File: src/wdt_rst_pkg.sv
// Constants, register layout and types for the watchdog and reset control block
// Summary of operation
// RULE1 - Counter advances only on slow oscillator edges
// RULE2 - Three-bit select picks overflow period power
// RULE3 - Guard 10101 disables, 01010 enables watchdog
// RULE4 - Other guard values reset after delay
// RULE5 - Control register powers up 01010_011
// RULE6 - Guard reset sets flag; software clears
// RULE7 - Running overflow gives full reset, timeout flag
// RULE8 - Low-power overflow resets only PC, SP
// RULE9 - Guard reset, clear, halt zero the count
// RULE10 - Bad reset-guard pattern resets after delay
// RULE11 - Reset guard register powers up 01010101
// RULE12 - Program counter starts at zero
// RULE13 - Port data and control power up high
// RULE14 - Upper four flag bits read zero
// RULE15 - Reset-guard reset sets flag; software clears
// RULE16 - Halt clears count; resumes only if enabled
// RULE17 - Software reset delay is clock-cycle parameter
// RULE18 - Slow clock crosses safely before counting
package wdt_rst_pkg;

	typedef struct packed {
		logic [4:0] guard;
		logic [2:0] sel;
	} watchdog_control_t;

	typedef struct packed {
		logic reset_ctrl_reset_flag;
		logic low_voltage_reset_flag;
		logic voltage_select_reset_flag;
		logic watchdog_reg_reset_flag;
	} rst_flags_t;

	typedef enum logic [1:0] {
		ST_RUN = 2'h1,
		ST_DELAY = 2'h2
	} sreset_state_t;

	// Word indices on the register bus
	localparam logic [2:0] OFS_WATCHDOG_CONTROL = 3'h0;
	localparam logic [2:0] OFS_RESET_CAUSE_FLAGS = 3'h1;
	localparam logic [2:0] OFS_RESET_GUARD_PATTERN = 3'h2;
	localparam logic [2:0] OFS_CPU_STATUS = 3'h3;
	localparam logic [2:0] OFS_IRQ_STATUS = 3'h4;
	localparam logic [2:0] OFS_IRQ_CLEAR = 3'h5;
	localparam logic [2:0] OFS_IRQ_ENABLE = 3'h6;

	localparam logic [4:0] GUARD_DISABLE = 5'h15;
	localparam logic [4:0] GUARD_ENABLE = 5'h0A;
	localparam logic [7:0] RESET_GUARD_PATTERN_PAT_A = 8'h55;
	localparam logic [7:0] RESET_GUARD_PATTERN_PAT_B = 8'hAA;

	localparam watchdog_control_t WATCHDOG_CONTROL_POR = '{guard: 5'h0A, sel: 3'h3};
	localparam logic [7:0] RESET_GUARD_PATTERN_POR = 8'h55;
	localparam rst_flags_t FLAGS_POR = '{reset_ctrl_reset_flag: 1'b0, low_voltage_reset_flag: 1'b0, voltage_select_reset_flag: 1'b0, watchdog_reg_reset_flag: 1'b0};

	// Overflow period exponents, indexed by timeout select
	localparam int CNT_W = 18;
	localparam logic [4:0] TO_SHIFT [8] = '{5'h08, 5'h0A, 5'h0C, 5'h0E,
		5'h0F, 5'h10, 5'h11, 5'h12};

	localparam int SRESET_CYCLES = 16;
	localparam int IRQ_W = 3;
	localparam int IRQ_OVF = 0;
	localparam int IRQ_WATCHDOG_CONTROL_RST = 1;
	localparam int IRQ_RESET_GUARD_PATTERN_RST = 2;
	localparam int PORT_W = 8;

endpackage

File: src/wdt_rst_ctrl.sv
// Watchdog timer, guard-pattern resets and reset-cause flags with Avalon-MM slave
`timescale 1ns/1ps
`default_nettype none
module wdt_rst_ctrl #(
	parameter int SRESET_CYCLES = wdt_rst_pkg::SRESET_CYCLES,
	parameter int PORT_W = wdt_rst_pkg::PORT_W
) (
	input wire logic clk,
	input wire logic rst_b,
	input wire logic [2:0] avs_address,
	input wire logic avs_read,
	input wire logic avs_write,
	input wire logic [31:0] avs_writedata,
	input wire logic [3:0] avs_byteenable,
	output logic [31:0] avs_readdata,
	output logic avs_waitrequest,
	input wire logic slow_osc_clock,
	input wire logic clear_watchdog_instruction,
	input wire logic halt_instruction,
	input wire logic low_power_mode,
	output logic device_reset,
	output logic pc_sp_reset,
	output logic [15:0] pc_start_addr,
	output logic [PORT_W-1:0] io_port_data,
	output logic [PORT_W-1:0] io_port_ctrl,
	output logic timeout_status_flag,
	output logic power_down_flag,
	output logic irq
);

	if (SRESET_CYCLES < 1 || SRESET_CYCLES > 65535) begin : g_chk_delay
		$error("SRESET_CYCLES out of range");
	end
	if (PORT_W < 1 || PORT_W > 32) begin : g_chk_port
		$error("PORT_W out of range");
	end

	function automatic logic [wdt_rst_pkg::CNT_W-1:0] period_limit(input logic [2:0] sel);
		logic [wdt_rst_pkg::CNT_W:0] one_hot;
		one_hot = (wdt_rst_pkg::CNT_W+1)'(1) << wdt_rst_pkg::TO_SHIFT[sel];
		period_limit = wdt_rst_pkg::CNT_W'(one_hot - (wdt_rst_pkg::CNT_W+1)'(1));
	endfunction

	function automatic logic guard_bad(input logic [4:0] g);
		guard_bad = (g != wdt_rst_pkg::GUARD_ENABLE) && (g != wdt_rst_pkg::GUARD_DISABLE);
	endfunction

	function automatic logic reset_guard_pattern_bad(input logic [7:0] p);
		reset_guard_pattern_bad = (p != wdt_rst_pkg::RESET_GUARD_PATTERN_PAT_A) && (p != wdt_rst_pkg::RESET_GUARD_PATTERN_PAT_B);
	endfunction

	wdt_rst_pkg::watchdog_control_t watchdog_control_q;
	logic [7:0] reset_guard_pattern_q;
	wdt_rst_pkg::rst_flags_t flags_q;
	logic to_q;
	logic pdf_q;
	logic [wdt_rst_pkg::IRQ_W-1:0] irq_stat_q;
	logic [wdt_rst_pkg::IRQ_W-1:0] irq_en_q;
	logic [wdt_rst_pkg::CNT_W-1:0] cnt_q;
	logic slow_sync1_q;
	logic slow_sync2_q;
	logic slow_prev_q;
	logic ack_q;
	logic [31:0] rdata_q;
	wdt_rst_pkg::sreset_state_t state_q;
	logic [15:0] delay_cnt_q;
	logic pend_watchdog_control_q;
	logic pend_reset_guard_pattern_q;
	logic dev_rst_q;
	logic pcsp_q;
	logic [PORT_W-1:0] port_data_q;
	logic [PORT_W-1:0] port_ctrl_q;

	logic tick;
	logic wdt_en;
	logic overflow;
	logic wdt_clear;
	logic soft_fire;
	logic full_rst;
	logic wr_fire;
	logic wr_lane0;
	logic watchdog_control_bad_now;
	logic reset_guard_pattern_bad_now;
	logic [wdt_rst_pkg::IRQ_W-1:0] irq_evt;

	// RULE18 two-flop synchroniser
	always_ff @(posedge clk or negedge rst_b) begin
		if (!rst_b) begin
			slow_sync1_q <= 1'b0;
			slow_sync2_q <= 1'b0;
			slow_prev_q <= 1'b0;
		end else begin
			slow_sync1_q <= slow_osc_clock;
			slow_sync2_q <= slow_sync1_q;
			slow_prev_q <= slow_sync2_q;
		end
	end

	// RULE1 rising slow edges
	assign tick = slow_sync2_q & ~slow_prev_q;

	// RULE3 guard enables
	assign wdt_en = (watchdog_control_q.guard == wdt_rst_pkg::GUARD_ENABLE);
	assign watchdog_control_bad_now = guard_bad(watchdog_control_q.guard);
	assign reset_guard_pattern_bad_now = reset_guard_pattern_bad(reset_guard_pattern_q);

	// RULE2 selected overflow period
	assign overflow = wdt_en & tick & (cnt_q == period_limit(watchdog_control_q.sel));

	// RULE9 three clear sources
	assign wdt_clear = clear_watchdog_instruction | halt_instruction | watchdog_control_bad_now;

	// RULE7 full reset on running overflow
	assign full_rst = soft_fire | (overflow & ~low_power_mode);

	// RULE16 halt clears, counting only if enabled
	always_ff @(posedge clk or negedge rst_b) begin
		if (!rst_b) begin
			cnt_q <= '0;
		end else if (wdt_clear || full_rst || overflow) begin
			cnt_q <= '0;
		end else if (wdt_en && tick) begin
			cnt_q <= cnt_q + wdt_rst_pkg::CNT_W'(1);
		end
	end

	// RULE17 delayed software reset
	assign soft_fire = (state_q == wdt_rst_pkg::ST_DELAY) &&
		(delay_cnt_q == 16'(SRESET_CYCLES - 1));

	always_ff @(posedge clk or negedge rst_b) begin
		if (!rst_b) begin
			state_q <= wdt_rst_pkg::ST_RUN;
			delay_cnt_q <= '0;
			pend_watchdog_control_q <= 1'b0;
			pend_reset_guard_pattern_q <= 1'b0;
		end else begin
			unique case (state_q)
				wdt_rst_pkg::ST_RUN: begin
					delay_cnt_q <= '0;
					// RULE4 RULE10 bad guard starts delay
					if (watchdog_control_bad_now || reset_guard_pattern_bad_now) begin
						state_q <= wdt_rst_pkg::ST_DELAY;
						pend_watchdog_control_q <= watchdog_control_bad_now;
						pend_reset_guard_pattern_q <= reset_guard_pattern_bad_now;
					end
				end
				wdt_rst_pkg::ST_DELAY: begin
					pend_watchdog_control_q <= pend_watchdog_control_q | watchdog_control_bad_now;
					pend_reset_guard_pattern_q <= pend_reset_guard_pattern_q | reset_guard_pattern_bad_now;
					delay_cnt_q <= delay_cnt_q + 16'h0001;
					if (soft_fire) begin
						state_q <= wdt_rst_pkg::ST_RUN;
						pend_watchdog_control_q <= 1'b0;
						pend_reset_guard_pattern_q <= 1'b0;
						delay_cnt_q <= '0;
					end
				end
				default: begin
					state_q <= wdt_rst_pkg::ST_RUN;
				end
			endcase
		end
	end

	// Reset pulses towards the core
	always_ff @(posedge clk or negedge rst_b) begin
		if (!rst_b) begin
			dev_rst_q <= 1'b0;
			pcsp_q <= 1'b0;
		end else begin
			dev_rst_q <= full_rst;
			// RULE8 low-power overflow
			pcsp_q <= overflow & low_power_mode;
		end
	end

	// RULE12 start address zero
	assign pc_start_addr = 16'h0000;
	assign device_reset = dev_rst_q;
	assign pc_sp_reset = pcsp_q;

	// RULE13 ports preset high
	always_ff @(posedge clk or negedge rst_b) begin
		if (!rst_b) begin
			port_data_q <= '1;
			port_ctrl_q <= '1;
		end else if (full_rst) begin
			port_data_q <= '1;
			port_ctrl_q <= '1;
		end
	end
	assign io_port_data = port_data_q;
	assign io_port_ctrl = port_ctrl_q;

	// Bus handshake: one wait cycle per access
	assign avs_waitrequest = (avs_read | avs_write) & ~ack_q;
	assign wr_fire = avs_write & ack_q;
	assign wr_lane0 = wr_fire & avs_byteenable[0];

	always_ff @(posedge clk or negedge rst_b) begin
		if (!rst_b) begin
			ack_q <= 1'b0;
		end else begin
			ack_q <= (avs_read | avs_write) & ~ack_q;
		end
	end

	// RULE5 RULE11 guard registers at power-up
	always_ff @(posedge clk or negedge rst_b) begin
		if (!rst_b) begin
			watchdog_control_q <= wdt_rst_pkg::WATCHDOG_CONTROL_POR;
			reset_guard_pattern_q <= wdt_rst_pkg::RESET_GUARD_PATTERN_POR;
		end else if (full_rst) begin
			watchdog_control_q <= wdt_rst_pkg::WATCHDOG_CONTROL_POR;
			reset_guard_pattern_q <= wdt_rst_pkg::RESET_GUARD_PATTERN_POR;
		end else if (wr_lane0) begin
			if (avs_address == wdt_rst_pkg::OFS_WATCHDOG_CONTROL) begin
				watchdog_control_q <= avs_writedata[7:0];
			end
			if (avs_address == wdt_rst_pkg::OFS_RESET_GUARD_PATTERN) begin
				reset_guard_pattern_q <= avs_writedata[7:0];
			end
		end
	end

	// RULE6 RULE15 set wins over software write
	always_ff @(posedge clk or negedge rst_b) begin
		if (!rst_b) begin
			flags_q <= wdt_rst_pkg::FLAGS_POR;
		end else begin
			if (wr_lane0 && avs_address == wdt_rst_pkg::OFS_RESET_CAUSE_FLAGS) begin
				flags_q <= avs_writedata[3:0];
			end
			if (soft_fire && pend_watchdog_control_q) begin
				flags_q.watchdog_reg_reset_flag <= 1'b1;
			end
			if (soft_fire && pend_reset_guard_pattern_q) begin
				flags_q.reset_ctrl_reset_flag <= 1'b1;
			end
		end
	end

	// RULE7 RULE8 timeout flag, power-down flag
	always_ff @(posedge clk or negedge rst_b) begin
		if (!rst_b) begin
			to_q <= 1'b0;
			pdf_q <= 1'b0;
		end else begin
			if (halt_instruction) begin
				pdf_q <= 1'b1;
				to_q <= 1'b0;
			end else if (clear_watchdog_instruction) begin
				pdf_q <= 1'b0;
			end
			if (overflow) begin
				to_q <= 1'b1;
			end
		end
	end
	assign timeout_status_flag = to_q;
	assign power_down_flag = pdf_q;

	// Interrupt status, enable and clear
	always_comb begin
		irq_evt = '0;
		irq_evt[wdt_rst_pkg::IRQ_OVF] = overflow;
		irq_evt[wdt_rst_pkg::IRQ_WATCHDOG_CONTROL_RST] = soft_fire & pend_watchdog_control_q;
		irq_evt[wdt_rst_pkg::IRQ_RESET_GUARD_PATTERN_RST] = soft_fire & pend_reset_guard_pattern_q;
	end

	always_ff @(posedge clk or negedge rst_b) begin
		if (!rst_b) begin
			irq_stat_q <= '0;
			irq_en_q <= '0;
		end else begin
			if (wr_lane0 && avs_address == wdt_rst_pkg::OFS_IRQ_CLEAR) begin
				irq_stat_q <= (irq_stat_q & ~avs_writedata[wdt_rst_pkg::IRQ_W-1:0]) | irq_evt;
			end else begin
				irq_stat_q <= irq_stat_q | irq_evt;
			end
			if (wr_lane0 && avs_address == wdt_rst_pkg::OFS_IRQ_ENABLE) begin
				irq_en_q <= avs_writedata[wdt_rst_pkg::IRQ_W-1:0];
			end
		end
	end
	assign irq = |(irq_stat_q & irq_en_q);

	// RULE14 upper flag bits read zero
	always_ff @(posedge clk or negedge rst_b) begin
		if (!rst_b) begin
			rdata_q <= '0;
		end else if (avs_read && !ack_q) begin
			unique case (avs_address)
				wdt_rst_pkg::OFS_WATCHDOG_CONTROL: rdata_q <= {24'h000000, watchdog_control_q};
				wdt_rst_pkg::OFS_RESET_CAUSE_FLAGS: rdata_q <= {28'h0000000, flags_q};
				wdt_rst_pkg::OFS_RESET_GUARD_PATTERN: rdata_q <= {24'h000000, reset_guard_pattern_q};
				wdt_rst_pkg::OFS_CPU_STATUS: rdata_q <= {30'h0, pdf_q, to_q};
				wdt_rst_pkg::OFS_IRQ_STATUS: rdata_q <= {29'h0, irq_stat_q};
				wdt_rst_pkg::OFS_IRQ_ENABLE: rdata_q <= {29'h0, irq_en_q};
				default: rdata_q <= 32'h00000000;
			endcase
		end
	end
	assign avs_readdata = rdata_q;

	// Assertions
	int unsigned hold_cnt;
	always_ff @(posedge clk or negedge rst_b) begin
		if (!rst_b) begin
			hold_cnt <= 0;
		end else if (state_q == wdt_rst_pkg::ST_DELAY) begin
			hold_cnt <= hold_cnt + 1;
		end else begin
			hold_cnt <= 0;
		end
	end
endmodule // wdt_rst_ctrl
`default_nettype wire

File: config.mk
export PLATFORM = sky130hd
export DESIGN_NAME = wdt_rst_ctrl
export DESIGN_NICKNAME = d
export VERILOG_FILES = /design/src/wdt_rst_pkg.sv /design/src/wdt_rst_ctrl.sv
export SDC_FILE = /design/constraint.sdc
export NUM_CORES = 1
export LEC_CHECK = 0
export ABC_AREA = 1
export BUFFER_PORTS_ARGS = -buffer_cell sky130_fd_sc_hd__buf_2
export CORE_AREA = 2 2 130 132
export DETAILED_ROUTE_END_ITERATION = 10
export DIE_AREA = 0 0 132 134
export GPL_TIMING_DRIVEN = 0
export SLEW_MARGIN = 10
export SYNTH_ARGS = -nofsm -noshare
export SYNTH_HDL_FRONTEND = slang
export SYNTH_SLANG_ARGS = --single-unit
File: constraint.sdc
create_clock -name clk -period 2.25 [get_ports clk]
set_input_delay 0.1125 -clock clk [delete_from_list [all_inputs] [get_ports clk]]
set_output_delay 0.1125 -clock clk [all_outputs]
set_load 0.01 [all_outputs]
* Yosys cells after proc, flatten, opt, wreduce, memory -nomap -nowiden
Memory sizes are Yosys's and may differ from the RTL's. Cells that the tools add are included.
Word-level totals: bits in registers 104, bits in latches 0, bits in writable memories 0, bits in read-only memories 40, output and inout port bits 70, logic and storage cells 130, memories 1
Memories:
- (no name shown) | words 8, bits a word 5, read ports 1, clocked after Yosys merged registers in 0, wr ports 0, RTL line wdt_rst_ctrl.sv:40 | one_hot = (wdt_rst_pkg::CNT_W+1)'(1) << wdt_rst_pkg::TO_SHIFT[sel];
Operators by class: add/subtract/negate cells 3, multipliers 0, divide/modulo/power cells 0, $lt $le $gt $ge 1, eq/ne operators 17, shift operators 1, multiplexer cells 30, bitwise operators 25, reductions and logical operators 29
Operators with widths (count):
- 8-bit 2-to-1 mux | 6
- 8-bit case mux with 6 select lines | 1
- 18-bit 2-to-1 mux | 2
- 16-bit case mux with 2 select lines | 1
- 18-bit by 1-bit adder with 18-bit output (second input constant) | 1
- 18-bit equality test | 1
- 2-bit nonzero test | 9
- 1-bit by 5-bit << shifter with 18-bit output (first input constant) | 1
- 18-bit by 1-bit subtractor with 18-bit output (second input constant) | 1
- 16-bit by 1-bit adder with 16-bit output (second input constant) | 1
- 16-bit by 4-bit equality test with 1-bit output (second input constant) | 1
- 16-bit 2-to-1 mux | 1
- 1-bit AND | 10
- 1-bit logical AND | 10
- 1-bit 2-to-1 mux | 10
- 5-bit 2-to-1 mux | 2
- 3-bit equality test (second input constant) | 3
- 8-bit by 7-bit inequality test with 1-bit output (second input constant) | 1
- 8-bit inequality test (second input constant) | 1
- 2-bit AND reduction | 4
- 3-bit AND | 2
- 3-bit by 2-bit equality test with 1-bit output (second input constant) | 2
- 1-bit bitwise OR | 6
- 3-bit bitwise OR | 2
- other kinds (20) | 27

* Logic depth before layout (Yosys ltp)
Gate-level depths: netlist (run 1).
depth in word-level cells 13, mapped depth 15, mapped depth without buffers 14

* Worst setup path before layout (run 1)
No wires, ideal clock.
path kind register to register, start register watchdog_control_q[0] (netlist bit), end register cnt_q[9] (netlist bit), library setup time 0.122 ns, data arrival time 1.944 ns, data required time 2.128 ns, path slack 0.184 ns, stages on the path, launching flop included 14, path buffers 1, period minus slack after synthesis 2.066 ns, path through dfstp_2 inv_2 ha_1 nand2_4 nand3_4 nand2_4 nand2_1 nand2_1 nand2_2 nor2_4 nand3_2 nand4_4 buf_12 nor2_2
On the way: cells in the longest elaborated chain, start to end 13, elaborated cells on any way between the ends 14
RTL lines:
- start, declared | RTL line wdt_rst_ctrl.sv:52 | wdt_rst_pkg::watchdog_control_t watchdog_control_q;
- start signal, assigned | RTL line wdt_rst_ctrl.sv:212 | watchdog_control_q <= wdt_rst_pkg::WATCHDOG_CONTROL_POR;
- start signal, assigned | RTL line wdt_rst_ctrl.sv:215 | watchdog_control_q <= wdt_rst_pkg::WATCHDOG_CONTROL_POR;
- start signal, assigned | RTL line wdt_rst_ctrl.sv:219 | watchdog_control_q <= avs_writedata[7:0];
- 3-bit inverter with 4-bit output (implied by the code) * | RTL line wdt_rst_ctrl.sv:40
- memory 8 x 5 bit *
- 5-bit 2-to-1 mux (implied by the code) * (2 in a row) | RTL line wdt_rst_ctrl.sv:40
- 1-bit by 5-bit << shifter with 18-bit output * | RTL line wdt_rst_ctrl.sv:40
- 18-bit by 1-bit subtractor with 18-bit output * | RTL line wdt_rst_ctrl.sv:41 | period_limit = wdt_rst_pkg::CNT_W'(one_hot - (wdt_rst_pkg::CNT_W+1)'(1));
- 18-bit equality test * | RTL line wdt_rst_ctrl.sv:108 | assign overflow = wdt_en & tick & (cnt_q == period_limit(watchdog_control_q.sel));
- 1-bit AND * | RTL line wdt_rst_ctrl.sv:108
- 1-bit AND | RTL line wdt_rst_ctrl.sv:114 | assign full_rst = soft_fire | (overflow & ~low_power_mode);
- 1-bit bitwise OR | RTL line wdt_rst_ctrl.sv:114
- 1-bit logical OR | RTL line wdt_rst_ctrl.sv:120 | end else if (wdt_clear || full_rst || overflow) begin
- 1-bit logical OR * | RTL line wdt_rst_ctrl.sv:120
- 18-bit 2-to-1 mux / 2-bit nonzero test (equally long branches)
- end signal, assigned | RTL line wdt_rst_ctrl.sv:123 | cnt_q <= cnt_q + wdt_rst_pkg::CNT_W'(1);
- end, declared | RTL line wdt_rst_ctrl.sv:59 | logic [wdt_rst_pkg::CNT_W-1:0] cnt_q;
Every way passes the cells marked *; elsewhere a longest branch is shown, timed or not. The select of a mux whose other input is x is not followed. A chain may end at the register's enable or synchronous reset.

* Final worst setup path (run 1)
start register watchdog_control_q[0] (netlist bit), end register cnt_q[3] (netlist bit)
Same word-level chain as after synthesis.

==> metrics.md, run 1 <==
| Metric | Value |
|---|---|
| Non-Filler Instances | 942 |
| Max_cap viols | 0 |
| Clock Tree Root | clkbuf_16 |
| IO Port Bufs | 33 |
| Worst-path clk slew | 0.07 ns |
| Core Util, Final | 37.0% |
| Most common cell after layout, fill and taps aside | nand2_1 |
| Endpoint class of the critical path | flop |
| GRT Util Overall | 12.2% |
| Number of synthesized flops with an enable pin | 0 |
| Leakage | 2.90 nW |
| Core Area | 16300 um^2 |
| Clock Skew | 0.00883 ns |
| Grt ovf | 0 |
| Number of routed nets with antenna violations | 0 |
| Reg2reg path depth | 14 |
| Pwr Density | 746 nW/um^2 |
| Startpoint Class | flop |
| First-pass GRT wire length | 17.4 mm |
| Critical path data arrival time | 2.41 ns |
| Via count | 3980 |
| Sequential area share after synthesis | 41.8% |
| Final setup violation count | 0 |
| R2R Path End | cnt_q[3] |
| Row count | 47 |
| Status | completed |
| Synth cell types | 44 |
| Pin count of the biggest net entering global routing | 44 |
| Die height | 134 um |
| Crit path kind | flop to flop |
| Layout cells sized above 1 | 25.9% |
| Post-synth top flop | dfrtp_1 |
| Mean routed wirelength per cell | 11.3 um |
| Max-slew headroom | 50.6% |
| Area fraction of the dominant cell type after synthesis | 36.9% |
| Post-placement cell count | 909 |
| Vias in the first global route | 3556 |
| Synth Warn # | 0 |
| Clock buffer depth | 2 |
| Die width | 132 um |
| Boundary Pins | 117 |
| Post-synthesis cell type with the largest combined area | dfrtp_1 |
| Tcrit/Tclk final | 96.7% |
| Drt first pass iters | 4 |
| Worst-Margin Slew | 0.736 ns |
| Reg2reg setup slack | 0.08 ns |
| Final GP Congestion | 0.843 |
| Synthesis-to-layout area growth | 25.3% |
| Final number of max-transition violations | 0 |
| CTS tree | built |
| Crit path to | cnt_q[3] |
| # DRC | 0 |
| Final Critical Period | 2.17 ns |
| Initial drt markers | 211 |
| Seq cells post-synth | 80 |
| Worst Path Required | 2.48 ns |
| Via-to-Cell Ratio | 4.23 |
| Post-DP HPWL | 7.94 mm |
| Max IR drop VDD | 0.000393 V |
| Avg Synthesized Cell Area | 8.01 um^2 |
| Critical Path Fanout Max | 7 |
| Mapped Cells | 601 |
| Initial Utilization | 29.5% |
| Filler cells | 1697 |
| Final hold vios | 0 |
| Worst hold path type | primary input to flop |
| R2R Path Start | watchdog_control_q[0] |
| Ranking of synthesized cells by area | dfrtp_1 37%, nand2_1 9.8%, buf_4 8.7% |
| Fmax | 460 MHz |
| Antenna violations before repair | 0 |
| Clock Latency Late Sink | 0.34 ns |
| Synth Cell Area | 4810 um^2 |
| Worst setup path startpoint | watchdog_control_q[0] |
| Ant. Diodes | 0 |
| Async SR Flop Fraction | 100% |
| Final #Nets | 770 |
| Most frequent cells in the layout | 123 x nand2_1, 72 x inv_1, 71 x dfrtp_1 |
| Unrepaired setup endpoints after global routing | true |
| Number of buffers created by CTS | 9 |
| Htree depth | 3 |
| Drt total wl | 10.6 mm |
| Full die area | 17700 um^2 |
| Clk sinks | 80 |
==> kinds of logic after synthesis <==
logic type,share of synthesized area [%]
other,0.156
DFF,41.8
adders and majority gates,1.56
xor gates and xnor gates,2.91
AOI/OAI and AO/OA,7.30
buffers and inverters,16.8
and+or+nand+nor,29.5
==> layout make-up <==
class,count,area (um^2),area share (%)
multi-input cells,433,2310,38.2
flip-flops and latches,80,2010,33.4
plain buffers,63,508,8.42
repair buffers,51,347,5.74
inverters,79,304,5.04
well taps,220,275,4.56
clock buffers,9,225,3.73
clock inverters,7,55.1,0.912
==> state kept, by name, summed over array words and instances (netlist names), 2 cells and up <==
register,cells
irq_en_q,3
cnt_q,18
irq_stat_q,3
flags_q,4
reset_guard_pattern_q,8
watchdog_control_q,8
state_q,2
avs_readdata,8
delay_cnt_q,16
==> metrics by stage <==
stage / power [mW] / TNS, ns / area [um^2] / setup WS, ns / hold WS (ns)
2_1_floorplan: 2.70 / 0 / 5020 / 0.184 / -0.183
3_3_place_gp: 3.00 / -1.12 / 5460 / -0.106 / 0.223
3_5_place_dp: 3.03 / -1.37 / 5480 / -0.127 / 0.155
4_1_cts: 4.47 / 0 / 5840 / 0.00145 / 0.0116
5_1_grt: 4.83 / -1.30 / 6030 / -0.0707 / 0.0340
6_report: 4.50 / 0 / 6030 / 0.0750 / 0.0272
==> layer usage <==
layer | routed length [um] | global-route usage [%] | part of all wire [%]
met1 | 5180 | 16.8 | 49
met5 | 0 | 0 | 0
met2 | 4760 | 18.7 | 45
met3 | 550 | 3.48 | 5.2
met4 | 153 | 3.74 | 1.4
==> worst min-delay path by stage <==
stage / endpoint / cells after the start / from / slack, ns
2_1_floorplan: ack_q / 0 / rst_b / -0.18
5_1_grt: irq_en_q[1] / 3 / avs_writedata[1] / 0.03
3_5_place_dp: state_q[1] / 1 / rst_b / 0.16
6_report: irq_en_q[1] / 3 / avs_writedata[1] / 0.03
4_1_cts: irq_en_q[1] / 3 / avs_writedata[1] / 0.01
3_3_place_gp: slow_sync1_q / 1 / slow_osc_clock / 0.22
==> worst max-delay path, cell delays in order, from the launching register on <==
cell and delay (ns):
dfstp_2 0.61, inv_4 0.06, ha_4 0.29, inv_2 0.04
nand3_2 0.07, nand2_1 0.05, nand2_1 0.05, nand2_1 0.04
inv_1 0.06, nand3_2 0.09, nor2_4 0.18, nand3_4 0.11
nand4_4 0.17, clkbuf_16 0.20, nor2_2 0.03
==> report_power, final <==
group          internal, mW  switching, mW
registers              1.67          0.152
clock network         0.754          0.625
logic                 0.502          0.797
total                  2.93           1.57
==> Yosys cell counts, types with 2 or more instances <==
library cell,count
nor2_2,15
clkinv_1,2
o21ai_0,31
dfstp_2,9
nand4_1,34
nor3_1,17
nand2_1,126
nand2_4,4
nand4_4,2
xnor2_1,2
buf_4,56
inv_2,3
buf_6,3
nand2_2,3
a221oi_1,2
nand3_2,3
o22ai_1,8
nor2_1,47
nor3b_1,2
clkbuf_8,2
ha_1,6
xor2_1,14
nand3_1,32
conb_1,2
dfrtp_1,71
inv_1,73
a21oi_1,15
==> repair_timing <==
action,in CTS,in global routing
gates resized for setup,3,25
pin swaps,0,8
gates cloned,0,2
endpoints found under the setup margin,22,37
endpoints found under the hold margin,39,0
hold buffers,4,0
setup buffers,3,8
Note: power is estimated with default switching activity, not from simulation.
==> inputs of run 2 (changes only) <==
Settings changed: CORE_AREA 2 2 130 132 to 2 2 98 100, DIE_AREA 0 0 132 134 to 0 0 100 102, PLACE_DENSITY set to 0.79.
==> metrics.md, run 2 (synthesis gave the netlist of run 1 again) <==
| Metric | Value |
|---|---|
| Antenna violations before repair | 0 (unchanged) |
| Fmax | 461 MHz (was 460 MHz) |
| Core Area | 9110 um^2 (was 16300 um^2) |
| Tot Pwr | 4.26 mW (was 4.50 mW) |
| Ant. Diodes | 0 (unchanged) |
| GRT Util Overall | 20.7% (was 12.2%) |
| Die height | 102 um (was 134 um) |
| Final #Nets | 772 (was 770) |
| Max-slew headroom | 52.0% (was 50.6%) |
| Max_cap viols | 0 (unchanged) |
| Max FFs per register | 18 (unchanged) |
| First-pass GRT wire length | 16.9 mm (was 17.4 mm) |
| Final Critical Period | 2.17 ns (about the same) |
| Critical Path Fanout Max | 8 (was 7) |
| Row count | 35 (was 47) |
| Most frequent cells in the layout | 122 x nand2_1, 71 x inv_1, 71 x dfrtp_1 (was 123 x nand2_1, 72 x inv_1, 71 x dfrtp_1) |
| Number of buffers created by CTS | 9 (unchanged) |
| Synthesis-to-layout area growth | 21.3% (was 25.3%) |
| Reg2reg path depth | 11 (was 14) |
| Clock buffer depth | 2 (unchanged) |
| IO Port Bufs | 33 (unchanged) |
| Crit-path most repeated cell | nand2_1 (unchanged) |
| Worst-Margin Slew | 0.714 ns (was 0.736 ns) |
| Post-placement cell count | 800 (was 909) |
| Clock Tree Root | clkbuf_8 (was clkbuf_16) |
| Cells along the critical path | inv_4, ha_4, nand2_4, o21ai_2, nand2_1, o21ai_4, nand4_4, buf_6, nand3_4, nand2_2, nand2_1 (was inv_4, ha_4, inv_2, nand3_2, nand2_1, nand2_1, nand2_1, inv_1, nand3_2, nor2_4, nand3_4, nand4_4, clkbuf_16, nor2_2) |
| CTS tree | built (unchanged) |
| Part of the power in registers | 43.0% (was 40.5%) |
| Reg2reg setup slack | 0.08 ns (about the same) |
| Most common cell after layout, fill and taps aside | nand2_1 (unchanged) |
| Status | completed (unchanged) |
| Via-to-Cell Ratio | 5.03 (was 4.23) |
| Die width | 100 um (was 132 um) |
| # DRC | 0 (unchanged) |
| Initial drt markers | 240 (was 211) |
| Clock Skew | 0.0171 ns (was 0.00883 ns) |
| Pre-CTS setup slack | -0.115 ns (was -0.127 ns) |
| Critical path data arrival time | 2.46 ns (was 2.41 ns) |
| Initial Utilization | 52.8% (was 29.5%) |
| Filler cells | 782 (was 1697) |
| Drt first pass iters | 4 (unchanged) |
| P_int | 2.72 mW (was 2.93 mW) |
| Slowest Stage Delay on Critical Path | 0.61 ns (about the same) |
| Worst hold path type | primary input to flop (unchanged) |
| Worst setup path startpoint | watchdog_control_q[0] (unchanged) |
| Layout cells sized above 1 | 25.9% (about the same) |
| Clock Power Share | 25.2% (was 30.6%) |
| Startpoint Class | flop (unchanged) |
| Grt ovf | 0 (unchanged) |
| Placed inst area | 5350 um^2 (was 5480 um^2) |
| Leakage | 2.88 nW (was 2.90 nW) |
| Drt total wl | 10.4 mm (was 10.6 mm) |
| Hold Path Origin | avs_read (was avs_writedata[1]) |
| Pwr Density | 729 nW/um^2 (was 746 nW/um^2) |
| Tcrit/Tclk final | 96.4% (was 96.7%) |
| Most flops, register | cnt_q (unchanged) |
| Mean routed wirelength per cell | 12.4 um (was 11.3 um) |
| Clock Latency Late Sink | 0.36 ns (was 0.34 ns) |
| Comb power frac | 31.8% (was 28.8%) |
| Clk sinks | 80 (unchanged) |
| Crit-path slowest cell | dfstp_2 (unchanged) |
| Htree depth | 3 (unchanged) |
| Unrepaired setup endpoints after global routing | true (unchanged) |
| Final GP Congestion | 0.941 (was 0.843) |
| Sw Pwr | 1.54 mW (was 1.57 mW) |
| R2R Path Start | watchdog_control_q[0] (unchanged) |
| Crit path to | watchdog_control_q[6] (was cnt_q[3]) |
| Endpoint class of the critical path | flop (unchanged) |
| Critical Path Stages | 11 (was 14) |
| Crit path kind | flop to flop (unchanged) |
| CP top delay family | simple AND/OR/NAND/NOR gates (unchanged) |
| Final hold vios | 0 (unchanged) |
| Worst-path clk slew | 0.10 ns (was 0.07 ns) |
| Full die area | 10200 um^2 (was 17700 um^2) |
| Via count | 4197 (was 3980) |
| Max IR drop VDD | 0.000533 V (was 0.000393 V) |
| Post-layout worst setup margin | 0.0805 ns (was 0.0750 ns) |
| Final setup violation count | 0 (unchanged) |
| Non-Filler Instances | 834 (was 942) |
| Boundary Pins | 117 (unchanged) |
| Vias in the first global route | 3828 (was 3556) |
| Post-DP HPWL | 7.49 mm (was 7.94 mm) |
| Sw Share | 36.2% (was 35.0%) |
| Worst Path Required | 2.54 ns (was 2.48 ns) |
| Pin count of the biggest net entering global routing | 55 (was 44) |
| Buffers & Inverters on Critical Path | 2 (was 4) |
| Post-layout instance area | 5840 um^2 (was 6030 um^2) |
| Number of routed nets with antenna violations | 0 (unchanged) |
| Final number of max-transition violations | 0 (unchanged) |
| Largest regs | cnt_q (18), delay_cnt_q (16) (unchanged) |
| R2R Path End | watchdog_control_q[6] (was cnt_q[3]) |
## run 2: cell types whose count changed in the layout (fill, tap and decap cells not counted), sizes merged
cell | previous run | this run
inv | 79 | 78
clkinv | 2 | 3
dlygate4sd3 | 4 | 6
bufinv | 0 | 1
clkinvlp | 5 | 3
## run 2: layout make-up
cell class	count	area [um^2]	area share, %
multi-input cells	433	2310	39.6
flip-flops and latches	80	2010	34.5
plain buffers	63	508	8.70
repair buffers	53	368	6.30
inverters	79	304	5.21
well taps	111	139	2.38
clock buffers	9	124	2.12
clock inverters	6	70.1	1.20
## run 2: how the worst min path moves through the flow
stage / to / slack (ns) / cells past startpoint
floorplan: ack_q / -0.18 / 0
global placement: slow_sync1_q / 0.22 / 1
detailed placement: delay_cnt_q[1] / 0.05 / 1
CTS: irq_en_q[0] / 0.01 / 3
global route: irq_en_q[0] / 0.008 / 3
finish: ack_q / 0.03 / 3
## run 2: power groups by stage
stage          Combinational [mW]  Clock (mW)  Sequential (mW)
3_5_place_dp                 1.18           0             1.84
2_1_floorplan               0.893           0             1.81
6_report                     1.35        1.07             1.83
5_1_grt                      1.52        1.16             1.86
4_1_cts                      1.21        1.09             1.81
3_3_place_gp                 1.12           0             1.83
## run 2: metal layers
metal	routed length (um)	up-vias	GRT usage (%)	share of wire, %
met5	0	-	0	0
li1	-	2072	-	-
met4	272	0	7.27	2.6
met3	707	27	4.79	6.8
met2	5010	167	34.9	48
met1	4390	1931	26.3	42
## run 2: repair_timing
item                       in CTS  in global routing
hold endpoints to repair       30                  0
cloned                          0                  2
buffers inserted                3                  8
gates resized for setup         4                 25
setup endpoints to repair      14                 39
pin swaps                       0                 14
hold buffers                    6                  0
## run 2: worst min-delay path: cells and delay by family
| family | cells | cell delay, ns |
|---|---|---|
| buf+inv | 1 | 0.11 |
| simple gates | 2 | 0.13 |
## run 2: stage by stage
step / TNS (ns) / utilization [%] / hold WS (ns)
6_report: 0 / 64.1 / 0.0259
4_1_cts: 0 / 62.1 / 0.0147
2_1_floorplan: 0 / - / -0.183
3_5_place_dp: -1.17 / 58.7 / 0.0535
5_1_grt: -0.160 / 64.1 / 0.00763
3_3_place_gp: -0.744 / 58.4 / 0.224
